--- src/core/sar_adc_pkg.sv ---
// Constants, register map and types for the converter sequencer.
// Assumes a 32-bit APB master and one state per clock cycle.
`default_nettype none
package sar_adc_pkg;
	// ****************
	// Register map
	// ****************
	localparam logic [7:0] OFS_CTRL_STATUS = 8'h00;
	localparam logic [7:0] OFS_CONTROL = 8'h04;
	localparam logic [7:0] OFS_RESULT_WORD = 8'h10;
	localparam logic [7:0] OFS_RESULT_HI = 8'h20;
	localparam logic [7:0] OFS_RESULT_LO = 8'h30;
	localparam int BIT_DONE = 7;
	localparam int BIT_IRQ_EN = 6;
	localparam int BIT_GO = 5;
	localparam int BIT_SCAN = 4;
	localparam int BIT_SPEED = 3;
	localparam int BIT_TRIG_EN = 7;
	localparam int BIT_CH_MSB = 0;
	localparam logic [7:0] CONTROL_ONES = 8'h72;
	localparam logic [7:0] CTRL_RESET = 8'h00;
	localparam int RESULT_LSB = 6;
	// ****************
	// Timing in states
	// ****************
	localparam int TD_SLOW = 6;
	localparam int TD_FAST = 4;
	localparam int TSPL_SLOW = 31;
	localparam int TSPL_FAST = 15;
	localparam int TCONV_SLOW = 131;
	localparam int TCONV_FAST = 69;
	localparam int TSCAN_SLOW = 128;
	localparam int TSCAN_FAST = 66;
	localparam int APPROX_SLOW = TCONV_SLOW - TD_SLOW - TSPL_SLOW;
	localparam int APPROX_FAST = TCONV_FAST - TD_FAST - TSPL_FAST;
	localparam int RESCAN_SLOW = TSCAN_SLOW - TSPL_SLOW - APPROX_SLOW;
	localparam int RESCAN_FAST = TSCAN_FAST - TSPL_FAST - APPROX_FAST;
	typedef enum logic [2:0] {ST_IDLE, ST_DELAY, ST_SAMPLE, ST_APPROX, ST_STORE} seq_state_e;
endpackage : sar_adc_pkg
`default_nettype wire

--- src/core/sar_adc_sequencer.sv ---
// Sequencer for a 10-bit converter with sixteen inputs in four groups.
// Assumes an APB master, an analog mux, sample-hold and comparator outside.
//
// What this block does
// Resolve each sample by binary search into a ten-bit code.
// Software clears go before changing mode or channel.
// One write may set go and change mode or channel together.
// Single mode: one start gives exactly one conversion of one channel.
// Single result lands in the converted channel's result register.
// Single completion sets done flag; interrupt if enabled.
// Single mode: go reads one while busy, then clears and idles.
// Scan starts at the lowest channel of the chosen group.
// Scan stores each channel's result as soon as it finishes.
// After the last selected channel: set done flag, interrupt if enabled, restart group.
// Scan repeats while go stays one; stops when cleared.
// Start delay of six states slow or four states fast before sampling.
// Sampling lasts 31 states slow or 15 states fast.
// First conversion takes 131 states slow or 69 states fast.
// Later scan conversions take 128 states slow or 66 fast.
// Enabled trigger falling edge sets go; ignored when disabled.
// Triggered conversions run exactly like software-started ones.
// Channel msb joins the three low select bits.
// Result sits in bits 15 to 6; low six bits read zero.
// Upper byte read latches lower byte for a later read.
// Done flag clears only by writing zero after reading it as one.
// Scan: two low select bits give channel count minus one.
// Drive mux, sample-hold and comparator steps; reset returns to idle.
//
// Chosen here: register access over APB and the register addresses.
`default_nettype none
module sar_adc_sequencer
	import sar_adc_pkg::*;
#(
	parameter int RES_W = 10
) (
	input wire logic clock,
	input wire logic reset,
	input wire logic [7:0] paddr,
	input wire logic psel,
	input wire logic penable,
	input wire logic pwrite,
	input wire logic [31:0] pwdata,
	output logic [31:0] prdata,
	output logic pready,
	output logic pslverr,
	input wire logic ext_trigger_pin,
	input wire logic comp_above,
	output logic [3:0] mux_select,
	output logic sample_hold,
	output logic [RES_W-1:0] dac_code,
	output logic conversion_done_irq
);
	if (RES_W != 10) begin : g_chk
		$error("result layout serves RES_W of 10 only");
	end

	// ****************
	// Registers
	// ****************
	seq_state_e st_ff;
	logic [7:0] cnt_ff;
	logic [3:0] step_cnt_ff;
	logic done_ff, ie_ff, go_ff, scan_ff, speed_ff;
	logic [2:0] ch_ff;
	logic trig_en_ff, ch_msb_ff;
	logic [1:0] ctl_rsv_ff;
	logic seen_ff, trig_prev_ff;
	logic scan_q_ff, speed_q_ff;
	logic [1:0] last_q_ff;
	logic [3:0] cur_ch_ff;
	logic sh_ff, irq_ff;
	logic [RES_W-1:0] result_ff [4];
	logic [7:0] temp_ff;
	logic [31:0] prdata_ff;
	logic pready_ff, pslverr_ff;
	logic nxt_done, nxt_ie;
	logic eng_init, eng_step, eng_busy;
	logic [RES_W-1:0] eng_code;

	// ****************
	// APB decode
	// ****************
	logic acc, xfer, wr_cs, wr_ctl, rd_cs, mapped;
	logic [1:0] ridx;
	assign acc = psel & penable;
	assign xfer = acc & pready_ff;
	assign wr_cs = xfer & pwrite & (paddr == OFS_CTRL_STATUS);
	assign wr_ctl = xfer & pwrite & (paddr == OFS_CONTROL);
	assign rd_cs = xfer & ~pwrite & (paddr == OFS_CTRL_STATUS);
	assign ridx = paddr[3:2];
	assign mapped = (paddr == OFS_CTRL_STATUS) || (paddr == OFS_CONTROL)
		|| (paddr == OFS_RESULT_LO)
		|| ({paddr[7:4], paddr[1:0]} == {OFS_RESULT_WORD[7:4], 2'b00})
		|| ({paddr[7:4], paddr[1:0]} == {OFS_RESULT_HI[7:4], 2'b00});

	logic [7:0] cs_view, ctl_view;
	assign cs_view = {done_ff, ie_ff, go_ff, scan_ff, speed_ff, ch_ff};
	assign ctl_view = CONTROL_ONES | {trig_en_ff, 3'b000, ctl_rsv_ff, 1'b0, ch_msb_ff};

	logic [31:0] rd_mux;
	always_comb begin
		rd_mux = 32'h0000_0000;
		if (paddr == OFS_CTRL_STATUS) begin
			rd_mux[7:0] = cs_view;
		end else if (paddr == OFS_CONTROL) begin
			rd_mux[7:0] = ctl_view;
		end else if (paddr == OFS_RESULT_LO) begin
			rd_mux[7:0] = temp_ff;
		end else if (paddr[7:4] == OFS_RESULT_WORD[7:4]) begin
			rd_mux[15:0] = {result_ff[ridx], {RESULT_LSB{1'b0}}};
		end else if (paddr[7:4] == OFS_RESULT_HI[7:4]) begin
			rd_mux[7:0] = result_ff[ridx][RES_W-1:RES_W-8];
		end
	end

	// One wait state: data and error are ready from a flop
	always_ff @(posedge clock) begin
		if (reset) begin
			pready_ff <= 1'b0;
			pslverr_ff <= 1'b0;
			prdata_ff <= 32'h0000_0000;
		end else begin
			pready_ff <= acc & ~pready_ff;
			if (acc & ~pready_ff) begin
				pslverr_ff <= ~mapped;
				prdata_ff <= pwrite ? 32'h0000_0000 : rd_mux;
			end
		end
	end

	// Upper byte read latches the lower byte
	always_ff @(posedge clock) begin
		if (reset) begin
			temp_ff <= 8'h00;
		end else if (xfer & ~pwrite & (paddr[7:4] == OFS_RESULT_HI[7:4])
			& (paddr[1:0] == 2'b00)) begin
			temp_ff <= {result_ff[ridx][1:0], {RESULT_LSB{1'b0}}};
		end
	end

	// ****************
	// Control bits
	// ****************
	logic trig_edge, seq_done, single_done;
	assign trig_edge = trig_en_ff & trig_prev_ff & ~ext_trigger_pin;

	always_ff @(posedge clock) begin
		if (reset) begin
			trig_prev_ff <= 1'b1;
		end else begin
			trig_prev_ff <= ext_trigger_pin;
		end
	end

	always_ff @(posedge clock) begin
		if (reset) begin
			{ie_ff, scan_ff, speed_ff, ch_ff} <= {CTRL_RESET[BIT_IRQ_EN], CTRL_RESET[BIT_SCAN:0]};
			{trig_en_ff, ctl_rsv_ff, ch_msb_ff} <= 4'h0;
		end else begin
			if (wr_cs) begin
				ie_ff <= pwdata[BIT_IRQ_EN];
				scan_ff <= pwdata[BIT_SCAN];
				speed_ff <= pwdata[BIT_SPEED];
				ch_ff <= pwdata[2:0];
			end
			if (wr_ctl) begin
				trig_en_ff <= pwdata[BIT_TRIG_EN];
				ctl_rsv_ff <= pwdata[3:2];
				ch_msb_ff <= pwdata[BIT_CH_MSB];
			end
		end
	end

	// Trigger sets go like software does; single completion clears it
	always_ff @(posedge clock) begin
		if (reset) begin
			go_ff <= 1'b0;
		end else if (trig_edge) begin
			go_ff <= 1'b1;
		end else if (wr_cs) begin
			go_ff <= pwdata[BIT_GO];
		end else if (single_done) begin
			go_ff <= 1'b0;
		end
	end

	// Set wins over clear; clear needs a prior read as one
	always_comb begin
		nxt_done = done_ff;
		if (wr_cs & ~pwdata[BIT_DONE] & seen_ff) begin
			nxt_done = 1'b0;
		end
		if (seq_done) begin
			nxt_done = 1'b1;
		end
		nxt_ie = wr_cs ? pwdata[BIT_IRQ_EN] : ie_ff;
	end

	always_ff @(posedge clock) begin
		if (reset) begin
			done_ff <= 1'b0;
			seen_ff <= 1'b0;
			irq_ff <= 1'b0;
		end else begin
			done_ff <= nxt_done;
			irq_ff <= nxt_done & nxt_ie;
			if (~nxt_done) begin
				seen_ff <= 1'b0;
			end else if (rd_cs & prdata_ff[BIT_DONE]) begin
				seen_ff <= 1'b1;
			end
		end
	end

	// ****************
	// Sequencer
	// ****************
	logic [7:0] td_len, spl_len, apx_len, rsc_len;
	assign td_len = speed_q_ff ? 8'(TD_FAST) : 8'(TD_SLOW);
	assign spl_len = speed_q_ff ? 8'(TSPL_FAST) : 8'(TSPL_SLOW);
	assign apx_len = speed_q_ff ? 8'(APPROX_FAST) : 8'(APPROX_SLOW);
	assign rsc_len = speed_q_ff ? 8'(RESCAN_FAST) : 8'(RESCAN_SLOW);
	logic [3:0] step_len;
	assign step_len = speed_q_ff ? 4'((APPROX_FAST - 1) / RES_W)
		: 4'((APPROX_SLOW - 1) / RES_W);

	logic last_ch;
	assign last_ch = (cur_ch_ff[1:0] == last_q_ff);
	assign single_done = (st_ff == ST_STORE) & ~scan_q_ff & go_ff;
	assign seq_done = (st_ff == ST_STORE) & go_ff & (~scan_q_ff | last_ch);
	assign eng_init = (st_ff == ST_SAMPLE) & (cnt_ff == 8'h00) & go_ff;
	assign eng_step = (st_ff == ST_APPROX) & (step_cnt_ff == 4'h0) & eng_busy;

	always_ff @(posedge clock) begin
		if (reset) begin
			st_ff <= ST_IDLE;
			cnt_ff <= 8'h00;
			cur_ch_ff <= 4'h0;
			scan_q_ff <= 1'b0;
			speed_q_ff <= 1'b0;
			last_q_ff <= 2'b00;
		end else if (st_ff != ST_IDLE && !go_ff) begin
			st_ff <= ST_IDLE;
		end else begin
			cnt_ff <= cnt_ff - 8'h01;
			unique case (st_ff)
				ST_IDLE: begin
					if (go_ff) begin
						// Settings are taken as they stand when go rises
						scan_q_ff <= scan_ff;
						speed_q_ff <= speed_ff;
						last_q_ff <= scan_ff ? ch_ff[1:0] : 2'b00;
						cur_ch_ff <= scan_ff ? {ch_msb_ff, ch_ff[2], 2'b00}
							: {ch_msb_ff, ch_ff};
						cnt_ff <= (speed_ff ? 8'(TD_FAST) : 8'(TD_SLOW)) - 8'h01;
						st_ff <= ST_DELAY;
					end
				end
				ST_DELAY: begin
					if (cnt_ff == 8'h00) begin
						cnt_ff <= spl_len - 8'h01;
						st_ff <= ST_SAMPLE;
					end
				end
				ST_SAMPLE: begin
					if (cnt_ff == 8'h00) begin
						cnt_ff <= apx_len - 8'h02;
						st_ff <= ST_APPROX;
					end
				end
				ST_APPROX: begin
					if (cnt_ff == 8'h00) begin
						st_ff <= ST_STORE;
					end
				end
				ST_STORE: begin
					if (scan_q_ff) begin
						// Next channel or back to the group's first
						cur_ch_ff[1:0] <= last_ch ? 2'b00 : cur_ch_ff[1:0] + 2'b01;
						cnt_ff <= rsc_len - 8'h01;
						st_ff <= ST_DELAY;
					end else begin
						st_ff <= ST_IDLE;
					end
				end
			endcase
		end
	end

	// Step pacing within the approximation phase
	always_ff @(posedge clock) begin
		if (reset) begin
			step_cnt_ff <= 4'h0;
		end else if (eng_init || eng_step) begin
			step_cnt_ff <= step_len - 4'h1;
		end else if (st_ff == ST_APPROX) begin
			step_cnt_ff <= step_cnt_ff - 4'h1;
		end
	end

	always_ff @(posedge clock) begin
		if (reset) begin
			sh_ff <= 1'b0;
		end else begin
			sh_ff <= go_ff && ((st_ff == ST_DELAY && cnt_ff == 8'h00)
				|| (st_ff == ST_SAMPLE && cnt_ff != 8'h00));
		end
	end

	// Result store per channel
	for (genvar i = 0; i < 4; i++) begin : g_res
		always_ff @(posedge clock) begin
			if (reset) begin
				result_ff[i] <= '0;
			end else if (st_ff == ST_STORE && go_ff && cur_ch_ff[1:0] == 2'(i)) begin
				result_ff[i] <= eng_code;
			end
		end
	end

	sar_step_engine #(.RES_W(RES_W)) u_engine (
		.clock(clock),
		.reset(reset),
		.init(eng_init),
		.step(eng_step),
		.comp_above(comp_above),
		.trial_code(eng_code),
		.busy(eng_busy)
	);

	assign prdata = prdata_ff;
	assign pready = pready_ff;
	assign pslverr = pslverr_ff;
	assign mux_select = cur_ch_ff;
	assign sample_hold = sh_ff;
	assign dac_code = eng_code;
	assign conversion_done_irq = irq_ff;
endmodule : sar_adc_sequencer
`default_nettype wire

--- src/core/sar_step_engine.sv ---
// Successive-approximation register: one trial bit resolved per step.
// Assumes comp_above is high when the held input lies above dac_code.
`default_nettype none
module sar_step_engine #(
	parameter int RES_W = 10
) (
	input wire logic clock,
	input wire logic reset,
	input wire logic init,
	input wire logic step,
	input wire logic comp_above,
	output logic [RES_W-1:0] trial_code,
	output logic busy
);
	logic [RES_W-1:0] trial_ff;
	logic [RES_W-1:0] ptr_ff;

	if (RES_W < 2) begin : g_chk
		$error("RES_W must be at least 2");
	end

	// ****************
	// Binary search
	// ****************
	always_ff @(posedge clock) begin
		if (reset) begin
			trial_ff <= '0;
			ptr_ff <= '0;
		end else if (init) begin
			trial_ff <= {1'b1, {(RES_W-1){1'b0}}};
			ptr_ff <= {1'b1, {(RES_W-1){1'b0}}};
		end else if (step && ptr_ff != '0) begin
			// Keep or drop the trial bit, then try the next one
			trial_ff <= (comp_above ? trial_ff : (trial_ff & ~ptr_ff)) | (ptr_ff >> 1);
			ptr_ff <= ptr_ff >> 1;
		end
	end

	assign trial_code = trial_ff;
	assign busy = (ptr_ff != '0);
endmodule : sar_step_engine
`default_nettype wire

--- config.mk ---
export PLATFORM = sky130hd
export DESIGN_NAME = sar_adc_sequencer
export DESIGN_NICKNAME = d
export VERILOG_FILES = /design/src/core/sar_adc_pkg.sv /design/src/core/sar_adc_sequencer.sv /design/src/core/sar_step_engine.sv
export SDC_FILE = /design/constraint.sdc
export NUM_CORES = 1
export LEC_CHECK = 0
export BUFFER_PORTS_ARGS = -buffer_cell sky130_fd_sc_hd__buf_2
export CAP_MARGIN = 15
export CORE_MARGIN = 1
export CORE_UTILIZATION = 42
export CTS_BUF_LIST = sky130_fd_sc_hd__clkbuf_16
export DETAILED_ROUTE_END_ITERATION = 8
export PLACE_DENSITY = 0.7
export RECOVER_POWER = 50
export SYNTH_ARGS = -nofsm -noshare
export SYNTH_HDL_FRONTEND = slang
export SYNTH_HIERARCHICAL = 1
export SYNTH_SLANG_ARGS = --single-unit
--- constraint.sdc ---
create_clock -name clock -period 6.1 [get_ports clock]
set_input_delay 0 -clock clock [delete_from_list [all_inputs] [get_ports clock]]
set_output_delay 0 -clock clock [all_outputs]
set_load 0.01 [all_outputs]
==> results.json <==
{
  "peakVddDrop_mv": 0.203,
  "insertion_delay_ps": 410,
  "ioPinCount": 97,
  "wirelength_um": 13300,
  "cp_data_arrival_time_ps": 3180,
  "via_count": 4597,
  "dp_hpwl_um": 8910,
  "grt_pass1_vias": 4256,
  "grt_pass1_wl_um": 21100,
  "cts.sinks": 119,
  "portBuffers": 56,
  "path_clk_slew_ps": 60,
  "worst_pin_slew_ps": 1210,
  "yosysTopAreaCellShare_pct": 27.4,
  "path_class": "reg2reg",
  "ys_async_sr_fraction_pct": 0,
  "detail_route.first_pass.iterations": 5,
  "grt.total_usage_pct": 19.2,
  "die-width_um": 119,
  "coreArea_um2": 13300,
  "power.total_mw": 1.99,
  "p_leak_nw": 2.55,
  "reg2reg_slack_ps": 3230,
  "drc": 0,
  "drive_gt1_share_pct": 11.3,
  "wl_per_cell_um": 16.1,
  "insertedDiodeCount": 0,
  "syn_area_per_cell_um2": 9.78,
  "htreeDepth": 4,
  "initial_core_util_pct": 43.3,
  "min_period_ps": 2870,
  "fin_worst_skew_ps": 6.70,
  "routabilityCongestion": 0.868,
  "ys_seq_area_share_pct": 48.3,
  "synth_commonest_cells": "dfxtp_1, nor2_1, and3_1, edfxtp_1, nand2_1",
  "drv_cap": 0,
  "post-route-period-util_pct": 47.1,
  "setup_tns_ps": 0,
  "hold_ws_ps": 35.1,
  "worstPathRequired_ps": 6410,
  "synthCells": 589,
  "drt.antenna.violating_nets": 0,
  "min_path_type": "in2reg",
  "setup_viol": 0,
  "ys_types": 66,
  "synth.area.top_cells": "dfxtp_1, edfxtp_1, and3_1, nor2_1, mux4_2",
  "synth.most_common_cell": "dfxtp_1",
  "synth_ff_type": "dfxtp_1",
  "critPathCaptureType": "flip-flop",
  "viasPerCell": 5.55,
  "clk_path_buf_depth": 2,
  "grt_overflow_total": 0,
  "num_rows": 42,
  "final-hold-violation-count": 0,
  "yosys_warnings": 6,
  "postCtsResizedCells": 0,
  "dieArea_um2": 14200,
  "antenna_found_initial": 0,
  "rsz0062_at_grt": "no",
  "drt_iter0_drc": 439,
  "cts_hold_buf": 12,
  "relSlewSlack_pct": 19.5,
  "cts-root-buf": "clkbuf_16",
  "timing.fmax_ghz": 0.348,
  "path_max_fanout": 18,
  "synth.largest_area_cell": "dfxtp_1",
  "drv_slew": 0,
  "synthesis.area_um2": 5760,
  "synth-seq-cells": 119,
  "cts_tree": "yes",
  "cts_setup_buffers": 0,
  "synth_edf_count": 40,
  "cellPowerDensity_nw_per_um2": 297,
  "syn_to_final_growth_pct": 16.3,
  "grt_max_degree": 69,
  "final_net_count": 694,
  "cts_buffers": 17,
  "outcome": "finished, final reports clean",
  "dieHeight_um": 119,
  "worstSetupStartpointType": "flip-flop"
}
[kinds of logic (layout without fill, tap and decap cells)]
logic type / after synthesis / count (layout) / synth area share (%)
AND/OR/NAND/NOR: 228 / 228 / 21.2
AO/OA/AOI/OAI: 124 / 124 / 14.1
flip-flops: 119 / 119 / 48.3
buffers and inverters: 73 / 122 / 6.36
multiplexers: 31 / 31 / 7.58
adder cells (fa/ha/maj): 7 / 7 / 1.52
XOR/XNOR: 6 / 6 / 0.912
other: 1 / 16 / 0.0651
[layer usage]
metal	up-vias	part of all wire, %	GRT usage [%]
li1	2223	-	-
met1	2202	44	23.9
met2	151	48	31.9
met3	21	5.4	4.89
met4	0	2.1	7.12
met5	-	0	0
[where the power goes]
group | total [mW] | internal [mW] | switching (mW) | leakage, nW
clock network | 0.984 | 0.635 | 0.350 | 0.286
logic | 0.146 | 0.0617 | 0.0847 | 1.25
registers | 0.859 | 0.843 | 0.0162 | 1.02
[registers in the layout, indices dropped and copies added, names as in the netlist, 2 cells and up]
register             flops
result_ff               40
cnt_ff                   8
ctl_rsv_ff               2
temp_ff                  2
prdata                  16
step_cnt_ff              4
u_engine/trial_code     10
mux_select               4
last_q_ff                2
u_engine/ptr_ff         10
st_ff                    3
ch_ff                    3
[cell type report]
| class | instances | area (um2) |
|---|---|---|
| clock inverters | 15 | 164 |
| flip-flops and latches | 119 | 2780 |
| repair buffers | 70 | 368 |
| clock buffers | 17 | 425 |
| fillers | 1213 | 6600 |
| multi-input cells | 412 | 2660 |
| well taps | 176 | 220 |
| inverters | 20 | 75.1 |
[per-stage QoR]
stage	instance area (um2)	util (%)	std cells	setup slack, ps
after floorplan	5820	-	604	3520
after global placement	6040	45.4	785	3330
after detailed placement	6040	45.4	785	3280
after CTS	6750	50.8	829	3260
after global routing	6700	50.4	829	3000
final	6700	50.4	829	3230
[worst max-delay path, stage by stage (launching register included)]
cell and delay, ps:
dfxtp_1 340, inv_1 110, ha_1 180, or3b_1 450, or4_4 610, inv_1 200, or2_1 530, a211oi_1 120
a31o_1 210
[cells in the final DEF (no fill, tap or decap), drive strengths merged, types with 8 or more instances in the layout]
master	Yosys	layout
a21oi	36	36
a22oi	12	12
and3	43	43
buf	26	22
clkbuf	27	53
conb	1	16
dfxtp	79	79
dlygate4sd3	0	12
edfxtp	40	40
inv	20	22
mux2i	20	20
mux4	10	10
nand2	40	40
nand2b	12	12
nand3	13	13
nand3b	8	8
nor2	61	61
nor3	14	14
o21ai	28	28
[path summary, 6_finish.rpt]
kind,startpoint,endpoint,cells after the start
worst max-delay path,cnt_ff[0]$_SDFFE_PP0N_,u_engine/trial_code[1]$_SDFFE_PP0P_,8
worst min-delay path,paddr[0],seen_ff$_SDFFE_PP0P_,4
worst max register to register,cnt_ff[0]$_SDFFE_PP0N_,u_engine/trial_code[1]$_SDFFE_PP0P_,8
worst min register to register,prdata[5]$_SDFFE_PP0P_,prdata[5]$_SDFFE_PP0P_,2
No activity file was read; power rests on OpenSTA's default activity.
